$ cat src/logic/tpp_cfg.svh
// Constants of the timer pair: register offsets, field positions,
// reset values and prescaler tap exponents.
// Assumes inclusion by bare name from the design files.
`ifndef TPP_CFG_SVH
`define TPP_CFG_SVH

`define TPP_ADDR_W 4
`define TPP_DATA_W 8

`define TPP_ADDR_CTRL0 4'h0
`define TPP_ADDR_CTRL1 4'h1
`define TPP_ADDR_PWM0 4'h2
`define TPP_ADDR_PWM1 4'h3
`define TPP_ADDR_TCMP_LO 4'h4
`define TPP_ADDR_TCMP_HI 4'h5
`define TPP_ADDR_CNT0 4'h6
`define TPP_ADDR_CNT1 4'h7
`define TPP_ADDR_CFG 4'h8

`define TPP_CTRL_TFF 7
`define TPP_CTRL_CS_MSB 6
`define TPP_CTRL_CS_LSB 4
`define TPP_CTRL_RUN 3
`define TPP_CTRL_MODE_MSB 2
`define TPP_CTRL_MODE_LSB 0

`define TPP_CFG_TAPSEL 0
`define TPP_CFG_FLOP0 1
`define TPP_CFG_FLOP1 2

`define TPP_CTRL_RST 8'h00
`define TPP_CMP_RST 8'h00
`define TPP_CNT_RST 8'h00
`define TPP_CNT_MAX 8'hFF
`define TPP_RDATA_IDLE 8'h00

`define TPP_TAP_SLOW 11
`define TPP_TAP_MID 7
`define TPP_TAP_FAST 5
`define TPP_TAP_FASTER 3
`define TPP_TAP_HALF 1
`define TPP_LF_DIV 3

`endif

$ cat src/logic/tpp_pkg.sv
// Types of the timer pair: operating modes and source clock codes.
// Assumes tpp_cfg.svh supplies the numeric constants.
package tpp_pkg;

	typedef enum logic [2:0] {
		TPP_MODE_OFF = 3'b000,
		TPP_MODE_PWM8 = 3'b011,
		TPP_MODE_TMR16 = 3'b100
	} tpp_mode_t;

	typedef enum logic [2:0] {
		TPP_CS_SLOW = 3'b000,
		TPP_CS_MID = 3'b001,
		TPP_CS_FAST = 3'b010,
		TPP_CS_FASTER = 3'b011,
		TPP_CS_LF = 3'b100,
		TPP_CS_HALF = 3'b101,
		TPP_CS_FULL = 3'b110,
		TPP_CS_NONE = 3'b111
	} tpp_cs_t;

endpackage

$ cat src/logic/tpp_prescaler.sv
// Prescaler of the timer pair: one-cycle enables for every source tap.
// Assumes a low-frequency clock pin asynchronous to the system clock.
`timescale 1ns/1ps
`include "tpp_cfg.svh"
module tpp_prescaler #(
	parameter int DIV_W = `TPP_TAP_SLOW
) (
	input wire logic clk, // System clock
	input wire logic rstn, // Async reset, active low
	input wire logic lf_clk_pin, // Low-frequency clock pin
	input wire logic tap_sel, // Slowest tap from LF clock when high
	output logic [7:0] ticks // Enables indexed by source code
);
	import tpp_pkg::*;

	generate
		if (DIV_W < `TPP_TAP_SLOW) begin : g_chk
			$error("tpp_prescaler: DIV_W too small");
		end
	endgenerate

	logic [DIV_W-1:0] div;
	logic [DIV_W-1:0] next_div;
	logic lf_s1, lf_s2, lf_s3;
	logic [`TPP_LF_DIV-1:0] lf_div;
	logic [`TPP_LF_DIV-1:0] next_lf_div;
	logic lf_edge;

	function automatic logic tap_hit(input logic [DIV_W-1:0] d,
		input int k);
		logic hit;
		hit = 1'b1;
		for (int b = 0; b < DIV_W; b++) begin
			if (b < k && !d[b])
				hit = 1'b0;
		end
		return hit;
	endfunction

	assign lf_edge = lf_s2 & ~lf_s3;

	always_comb begin
		next_div = div + 1'b1;
		next_lf_div = lf_edge ? lf_div + 1'b1 : lf_div;
	end

	always_ff @(posedge clk or negedge rstn) begin
		if (!rstn) begin
			div <= '0;
			lf_div <= '0;
			lf_s1 <= 1'b0;
			lf_s2 <= 1'b0;
			lf_s3 <= 1'b0;
		end else begin
			div <= next_div;
			lf_div <= next_lf_div;
			lf_s1 <= lf_clk_pin;
			lf_s2 <= lf_s1;
			lf_s3 <= lf_s2;
		end
	end

	always_comb begin
		ticks = 8'h00;
		ticks[TPP_CS_SLOW] = tap_sel ? (lf_edge && (&lf_div)) :
			tap_hit(div, `TPP_TAP_SLOW);
		ticks[TPP_CS_MID] = tap_hit(div, `TPP_TAP_MID);
		ticks[TPP_CS_FAST] = tap_hit(div, `TPP_TAP_FAST);
		ticks[TPP_CS_FASTER] = tap_hit(div, `TPP_TAP_FASTER);
		ticks[TPP_CS_LF] = lf_edge;
		ticks[TPP_CS_HALF] = tap_hit(div, `TPP_TAP_HALF);
		ticks[TPP_CS_FULL] = 1'b1;
	end

endmodule

$ cat src/logic/tpp_core.sv
// Timer pair: two 8-bit counters with PWM output, cascadable to a
// 16-bit interval timer.
// Assumes a single-cycle register port on SYS_CLK and an external
// low-frequency clock pin.
//
// Functional notes
// - PWM mode counts up on the chosen source tap, 8-bit resolution.
// - Counter equal to active compare flips output flop, keeps counting.
// - Overflow flips the flop again, clears counter, pulses match irq.
// - Flop starting level set by init bit; reset clears it.
// - PWM pin always drives inverse of output flop.
// - Compare writes while running wait in holding stage until irq.
// - While stopped, written compare value becomes active right away.
// - Compare register reads return the holding stage.
// - Stopping holds the pin at its level at that moment.
// - Control bit 3 runs the counter, bit 7 sets the flop.
// - PWM source selectable among prescaled taps and undivided clocks.
// - 16-bit mode cascades both counters into one up-counter.
// - Upper start bit runs it; match pulses upper irq and clears.
// - Timer compare is unbuffered, effective right after the write.
// - 16-bit source selectable among four prescaled taps.
`timescale 1ns/1ps
`include "tpp_cfg.svh"
module tpp_core #(
	parameter int DIV_W = `TPP_TAP_SLOW
) (
	input wire logic SYS_CLK, // System clock, 20 MHz
	input wire logic RSTN, // Async reset, active low
	input wire logic [`TPP_ADDR_W-1:0] ADDR, // Register address
	input wire logic [`TPP_DATA_W-1:0] WDATA, // Write data
	input wire logic WR, // Write strobe
	input wire logic RD, // Read strobe
	output logic [`TPP_DATA_W-1:0] RDATA, // Read data, cycle after RD
	input wire logic LF_CLK, // Low-frequency clock pin
	output logic [1:0] PWM_OUT_PIN, // PWM pins, one per counter
	output logic [1:0] TIMER_MATCH_IRQ // Match pulses, one per counter
);
	import tpp_pkg::*;

	generate
		if (DIV_W < `TPP_TAP_SLOW) begin : g_chk
			$error("tpp_core: DIV_W too small");
		end
	endgenerate

	// Register state
	logic [7:0] ctrl [0:1];
	logic [7:0] next_ctrl [0:1];
	logic [7:0] pwm_hold [0:1];
	logic [7:0] next_pwm_hold [0:1];
	logic [7:0] tcmp_lo, tcmp_hi;
	logic [7:0] next_tcmp_lo, next_tcmp_hi;
	logic tap_sel, next_tap_sel;
	logic [7:0] rdata_q, next_rdata;

	// Counter state
	logic [7:0] cnt [0:1];
	logic [7:0] next_cnt [0:1];
	logic [7:0] pwm_act [0:1];
	logic [7:0] next_pwm_act [0:1];
	logic [1:0] flop, next_flop;
	logic [1:0] irq, next_irq;

	logic [7:0] ticks;
	logic [1:0] src_tick;
	logic [1:0] is_pwm;
	logic [1:0] running;
	logic mode16;
	logic tick16;
	logic [15:0] cnt16;
	logic [15:0] cnt16_inc;
	logic [15:0] cmp16;

	tpp_prescaler #(
		.DIV_W(DIV_W)
	) u_presc (
		.clk(SYS_CLK),
		.rstn(RSTN),
		.lf_clk_pin(LF_CLK),
		.tap_sel(tap_sel),
		.ticks(ticks)
	);

	function automatic tpp_mode_t mode_of(input logic [7:0] c);
		tpp_mode_t m;
		m = TPP_MODE_OFF;
		if (c[`TPP_CTRL_MODE_MSB:`TPP_CTRL_MODE_LSB] == TPP_MODE_PWM8)
			m = TPP_MODE_PWM8;
		else if (c[`TPP_CTRL_MODE_MSB:`TPP_CTRL_MODE_LSB] ==
			TPP_MODE_TMR16)
			m = TPP_MODE_TMR16;
		return m;
	endfunction

	function automatic logic [2:0] cs_of(input logic [7:0] c);
		return c[`TPP_CTRL_CS_MSB:`TPP_CTRL_CS_LSB];
	endfunction

	function automatic logic wr_hit(input logic w,
		input logic [`TPP_ADDR_W-1:0] a,
		input logic [`TPP_ADDR_W-1:0] target);
		return w && (a == target);
	endfunction

	// Mode and source decoding
	assign mode16 = (mode_of(ctrl[1]) == TPP_MODE_TMR16);
	assign cnt16 = {cnt[1], cnt[0]};
	assign cnt16_inc = cnt16 + 16'h0001;
	assign cmp16 = {tcmp_hi, tcmp_lo};
	// Only the four slowest prescaled taps, codes 0 to 3, serve 16-bit mode
	assign tick16 = (cs_of(ctrl[0]) <= TPP_CS_FASTER) &&
		ticks[cs_of(ctrl[0])];

	generate
		for (genvar g = 0; g < 2; g++) begin : g_src
			assign src_tick[g] = ticks[cs_of(ctrl[g])];
			assign is_pwm[g] = !mode16 &&
				(mode_of(ctrl[g]) == TPP_MODE_PWM8);
			assign running[g] = ctrl[g][`TPP_CTRL_RUN];
		end
	endgenerate

	// Register writes
	always_comb begin
		for (int i = 0; i < 2; i++) begin
			next_ctrl[i] = ctrl[i];
			next_pwm_hold[i] = pwm_hold[i];
		end
		next_tcmp_lo = tcmp_lo;
		next_tcmp_hi = tcmp_hi;
		next_tap_sel = tap_sel;
		if (wr_hit(WR, ADDR, `TPP_ADDR_CTRL0)) begin
			next_ctrl[0] = WDATA;
		end else if (wr_hit(WR, ADDR, `TPP_ADDR_CTRL1)) begin
			next_ctrl[1] = WDATA;
		end else if (wr_hit(WR, ADDR, `TPP_ADDR_PWM0)) begin
			next_pwm_hold[0] = WDATA;
		end else if (wr_hit(WR, ADDR, `TPP_ADDR_PWM1)) begin
			next_pwm_hold[1] = WDATA;
		end else if (wr_hit(WR, ADDR, `TPP_ADDR_TCMP_LO)) begin
			next_tcmp_lo = WDATA;
		end else if (wr_hit(WR, ADDR, `TPP_ADDR_TCMP_HI)) begin
			next_tcmp_hi = WDATA;
		end else if (wr_hit(WR, ADDR, `TPP_ADDR_CFG)) begin
			next_tap_sel = WDATA[`TPP_CFG_TAPSEL];
		end
	end

	always_ff @(posedge SYS_CLK or negedge RSTN) begin
		if (!RSTN) begin
			for (int i = 0; i < 2; i++) begin
				ctrl[i] <= `TPP_CTRL_RST;
				pwm_hold[i] <= `TPP_CMP_RST;
			end
			tcmp_lo <= `TPP_CMP_RST;
			tcmp_hi <= `TPP_CMP_RST;
			tap_sel <= 1'b0;
		end else begin
			for (int i = 0; i < 2; i++) begin
				ctrl[i] <= next_ctrl[i];
				pwm_hold[i] <= next_pwm_hold[i];
			end
			tcmp_lo <= next_tcmp_lo;
			tcmp_hi <= next_tcmp_hi;
			tap_sel <= next_tap_sel;
		end
	end

	// Counters, output flops and match pulses
	always_comb begin
		logic ctrl_wr;
		logic toggle;
		ctrl_wr = 1'b0;
		toggle = 1'b0;
		for (int i = 0; i < 2; i++) begin
			next_cnt[i] = cnt[i];
			next_pwm_act[i] = pwm_act[i];
		end
		next_flop = flop;
		next_irq = 2'b00;

		for (int i = 0; i < 2; i++) begin
			ctrl_wr = wr_hit(WR, ADDR, i[`TPP_ADDR_W-1:0]);
			toggle = 1'b0;
			if (!running[i]) begin
				// Stopped: compare follows holding stage
				next_pwm_act[i] = pwm_hold[i];
				if (!mode16 || i == 1)
					next_cnt[i] = `TPP_CNT_RST;
				// Flop is loaded only by a write that finds
				// the counter already stopped and keeps it so
				if (ctrl_wr && !WDATA[`TPP_CTRL_RUN])
					next_flop[i] = WDATA[`TPP_CTRL_TFF];
			end else if (is_pwm[i] && src_tick[i]) begin
				if (cnt[i] == `TPP_CNT_MAX) begin
					next_cnt[i] = `TPP_CNT_RST;
					toggle = 1'b1;
					next_irq[i] = 1'b1;
					next_pwm_act[i] = pwm_hold[i];
				end else begin
					next_cnt[i] = cnt[i] + 8'h01;
					if (cnt[i] + 8'h01 == pwm_act[i])
						toggle = 1'b1;
				end
				next_flop[i] = flop[i] ^ toggle;
			end
		end

		// Cascaded 16-bit timer
		if (mode16) begin
			if (!running[1]) begin
				next_cnt[0] = `TPP_CNT_RST;
				next_cnt[1] = `TPP_CNT_RST;
			end else if (tick16) begin
				if (cnt16_inc == cmp16) begin
					next_cnt[0] = `TPP_CNT_RST;
					next_cnt[1] = `TPP_CNT_RST;
					next_irq[1] = 1'b1;
				end else begin
					next_cnt[0] = cnt[0] + 8'h01;
					if (cnt[0] == `TPP_CNT_MAX)
						next_cnt[1] = cnt[1] + 8'h01;
				end
			end
		end
	end

	always_ff @(posedge SYS_CLK or negedge RSTN) begin
		if (!RSTN) begin
			for (int i = 0; i < 2; i++) begin
				cnt[i] <= `TPP_CNT_RST;
				pwm_act[i] <= `TPP_CMP_RST;
			end
			flop <= 2'b00;
			irq <= 2'b00;
		end else begin
			for (int i = 0; i < 2; i++) begin
				cnt[i] <= next_cnt[i];
				pwm_act[i] <= next_pwm_act[i];
			end
			flop <= next_flop;
			irq <= next_irq;
		end
	end

	// Read port: data stand only in the cycle after the strobe
	always_comb begin
		next_rdata = `TPP_RDATA_IDLE;
		if (RD) begin
			if (ADDR == `TPP_ADDR_CTRL0) begin
				next_rdata = ctrl[0];
			end else if (ADDR == `TPP_ADDR_CTRL1) begin
				next_rdata = ctrl[1];
			end else if (ADDR == `TPP_ADDR_PWM0) begin
				next_rdata = pwm_hold[0];
			end else if (ADDR == `TPP_ADDR_PWM1) begin
				next_rdata = pwm_hold[1];
			end else if (ADDR == `TPP_ADDR_TCMP_LO) begin
				next_rdata = tcmp_lo;
			end else if (ADDR == `TPP_ADDR_TCMP_HI) begin
				next_rdata = tcmp_hi;
			end else if (ADDR == `TPP_ADDR_CNT0) begin
				next_rdata = cnt[0];
			end else if (ADDR == `TPP_ADDR_CNT1) begin
				next_rdata = cnt[1];
			end else if (ADDR == `TPP_ADDR_CFG) begin
				next_rdata[`TPP_CFG_TAPSEL] = tap_sel;
				next_rdata[`TPP_CFG_FLOP0] = flop[0];
				next_rdata[`TPP_CFG_FLOP1] = flop[1];
			end
		end
	end

	always_ff @(posedge SYS_CLK or negedge RSTN) begin
		if (!RSTN)
			rdata_q <= `TPP_RDATA_IDLE;
		else
			rdata_q <= next_rdata;
	end

	assign RDATA = rdata_q;
	assign PWM_OUT_PIN = ~flop;
	assign TIMER_MATCH_IRQ = irq;

endmodule

$ cat config.mk
export PLATFORM = sky130hd
export DESIGN_NAME = tpp_core
export DESIGN_NICKNAME = d
export VERILOG_FILES = /design/src/logic/tpp_pkg.sv /design/src/logic/tpp_prescaler.sv /design/src/logic/tpp_core.sv
export VERILOG_INCLUDE_DIRS = /design/src /design/src/logic
export SDC_FILE = /design/constraint.sdc
export NUM_CORES = 1
export LEC_CHECK = 0
export BUFFER_PORTS_ARGS = -buffer_cell sky130_fd_sc_hd__buf_2
export CAP_MARGIN = 20
export CORE_UTILIZATION = 65
export CTS_BUF_LIST = sky130_fd_sc_hd__clkbuf_2
export DETAILED_ROUTE_END_ITERATION = 6
export HOLD_SLACK_MARGIN = 0.1
export PLACE_DENSITY = 0.8
export SLEW_MARGIN = 5
export SYNTH_ARGS = -nofsm -noshare
export SYNTH_HDL_FRONTEND = slang
export SYNTH_SLANG_ARGS = --single-unit
$ cat constraint.sdc
create_clock -name SYS_CLK -period 6.45 [get_ports SYS_CLK]
set_input_delay 1.29 -clock SYS_CLK [delete_from_list [all_inputs] [get_ports SYS_CLK]]
set_output_delay 1.29 -clock SYS_CLK [all_outputs]
set_load 0.01 [all_outputs]
==> reports/metrics.csv <==
stage,metric,value,unit
outcome,status,"complete, no violations",
timing,finalHoldViolCount,0,
timing,fin_worst_skew,0.0376,ns
grt,antenna_found_initial,0,
final_layout,final-instance-count-excl-fill,727,
power_and_ir_drop,p_sw_share,34.8,%
detailed_routing,antenna_left,0,
synthesis,ys.flop_type,dfrtp_1,
final_layout,most-common-layout-cells,"110 x dfrtp_1, 70 x mux2_2, 45 x nand2_1, 36 x xnor2_1, 28 x o21ai_0",
synthesis,synth_area_leaders,"dfrtp_1 44%, mux2_2 13%, xnor2_1 5.1%, nand2_1 2.7%, o21ai_0 2.3%",
die,core,0.00924,mm²
cts,post-cts-setup-buffer-count,0,
timing,period_needed,3.39,ns
synthesis,yosysTopAreaCell,dfrtp_1,
placed_design,hpwl,11300,µm
die,pin_count,29,
cts,h-tree-depth,3,
cts,ctsLongestPathBuffers,2,
setup_path,cp-start-kind,register,
placed_design,numPortBuffers,28,
detailed_routing,firstDrtPassIters,5,
placed_design,post-place-cells,711,
synthesis,synth_top_area_share,44.4,%
grt,grt_max_degree,65,
power_and_ir_drop,peakVddDrop,0.178,mV
synthesis,synth_edf_count,0,
grt,use_met3,4.29,%
synthesis,ys_seq_area_share,44.4,%
synthesis,synth_cells,583,
die,die_w,99.7,µm
grt,grt_use_met1,46.7,%
grt,grt_use_total,33.1,%
detailed_routing,wl_per_cell,21.4,µm
final_layout,diodes,0,
timing,period_share,52.5,%
placed_design,postPlaceCellArea,0.00637,mm²
final_layout,layout_commonest_cell,dfrtp_1,
hold_path,holdPathStages,0,
power_and_ir_drop,p_int,1.09,mW
setup_path,cp.required,6.89,ns
timing,finalSetupTns,0,ns
die,dieArea,0.00993,mm²
die,initial_core_util,67.1,%
setup_path,end_kind,register,
power_and_ir_drop,p_comb_share,25.7,%
placed_design,gp_congestion,0.883,
final_layout,fin_util,70.0,%
cts,cts.repair.resized,0,
final_layout,area_growth,4.30,%
job,max_cap_viol_count,0,
power_and_ir_drop,power_frac_seq,57.2,%
grt,grt_pass1_vias,4521,
synthesis,async_flop_share,100,%
power_and_ir_drop,power_density,259,mW/mm²
cts,numCtsBuffers,9,
die,die_h,99.7,µm
final_layout,drive_above_1_share,21.9,%
hold_path,hp-class,register to register,
timing,slew_violations,0,
detailed_routing,vias,4791,
final_layout,nets,616,
synthesis,ys_types,69,
final_layout,stdcell_area,0.00647,mm²
grt,grt_pass1_wl,24700,µm
timing,tightest_slew,1.05,ns
synthesis,synthesis.nets,606,
grt,busiest_layer,met2,
detailed_routing,first_iter_violations,442,
setup_path,cp_max_fo,17,
cts,path_clk_slew,0.31,ns
detailed_routing,drt_wl_total,15500,µm
power_and_ir_drop,power_leakage,2.68,nW
grt,grt-ovfl-total,0,
cts,clock_sinks,110,
synthesis,yosysWarnings,0,
cts,cts_root_buffer,clkbuf_2,
synthesis,ys_ff_latch,110,
timing,max_freq,295,MHz
timing,max_slew_margin,29.7,%
synthesis,synth_area,0.00620,mm²
synthesis,syn_area_per_cell,10.6,µm²
detailed_routing,via_per_inst,6.59,
power_and_ir_drop,switchingPower,0.583,mW
final_layout,fillers,702,
setup_path,path_class,register to register,
cts,cts_tree,done,
die,rows,35,
power_and_ir_drop,power,1.68,mW
power_and_ir_drop,clockPowerShare,17.1,%
setup_path,reg2regPathDepth,8,
detailed_routing,drc,0,
cts,holdBufCountCts,0,
grt,met2_usage,53.2,%
setup_path,crit_arrival,3.83,ns
cts,clock_latency,0.59,ns
timing,setup_viol,0,
timing,rsz0062_at_grt,false,
==> final timing paths <==
kind                                from             to  slack [ns]
max                               cnt[8]         cnt[4]        3.06
min reg2reg                u_presc.lf_s2  u_presc.lf_s3        0.41
max in group asynchronous           RSTN   pwm_hold[13]        4.54
min                        u_presc.lf_s2  u_presc.lf_s3        0.41
max reg2reg                       cnt[8]         cnt[4]        3.06
min in group asynchronous           RSTN         cnt[5]        0.68
==> state kept, by name, summed over array words and instances, names as in the netlist, 2 cells and up <==
register and flops:
TIMER_MATCH_IRQ 2, tcmp_hi 8, RDATA 8, cnt 16
pwm_act 16, ctrl 16, u_presc.div 11, u_presc.lf_div 3
pwm_hold 16, tcmp_lo 8, flop 2
==> metrics by stage <==
step                      setup WS, ns  hold slack, ns
after global placement            3.08           0.347
after CTS                         3.11           0.404
after floorplan                   3.33           0.331
after global routing              2.92           0.413
after detailed placement          2.98           0.338
final                             3.06           0.410
==> cell usage after synthesis (all sizes together) (3+ instances only) <==
library cell,n
a22o,5
nor2b,12
buf,14
inv,12
ha,6
mux4,5
nor3b,4
and3,9
a21oi,15
nor3,12
clkbuf,17
mux2,70
nand2b,3
dfrtp,110
xnor2,37
o21ai,30
mux2i,4
nand3b,6
a211oi,10
a21boi,8
nor2,26
nand3,17
a22oi,10
a32oi,4
a2111oi,3
and2,10
a31oi,6
xor2,14
o22ai,4
nor4,8
nand4,10
nand2,45
==> cells by family after synthesis <==
kind of cell    share of synthesized area, %
fa+ha+maj                               1.21
compound gates                          13.6
simple gates                            15.2
mux                                     15.2
buf+inv                                 3.09
flops                                   44.4
xor+xnor                                7.32
==> critical path: stages, from the launching register on <==
cell and delay (ns):
dfrtp_1 0.55, ha_1 0.34, xnor2_2 0.23, o211ai_1 0.10
a2111oi_0 0.53, o2111a_1 0.28, nand4_1 0.14, a2111oi_4 0.93
nor4_1 0.13
==> layout make-up <==
| cell class | count | area, µm² | area share, % |
|---|---|---|---|
| Multi-Input combinational cell | 430 | 3260 | 50.4 |
| Sequential cell | 110 | 2750 | 42.6 |
| Tap cell | 129 | 161 | 2.50 |
| Timing Repair Buffer | 30 | 158 | 2.44 |
| Clock inverter | 7 | 48.8 | 0.754 |
| Clock buffer | 9 | 45.0 | 0.696 |
| Inverter | 12 | 45.0 | 0.696 |
==> power by group through the flow <==
| stage | clock network (mW) | logic, mW | registers, mW |
|---|---|---|---|
| 5_1_grt | 0.317 | 0.473 | 0.971 |
| 3_5_place_dp | 0 | 0.426 | 0.969 |
| 3_3_place_gp | 0 | 0.410 | 0.961 |
| 6_report | 0.287 | 0.431 | 0.960 |
| 4_1_cts | 0.289 | 0.428 | 0.954 |
| 2_1_floorplan | 0 | 0.339 | 0.910 |
==> layer usage <==
layer | up-vias | part of all wire, %
li1 | 2161 | -
met1 | 2369 | 42
met2 | 221 | 48
met3 | 40 | 6.8
met4 | 0 | 2.6
met5 | - | 0
No activity file was read; power rests on OpenSTA's default activity.
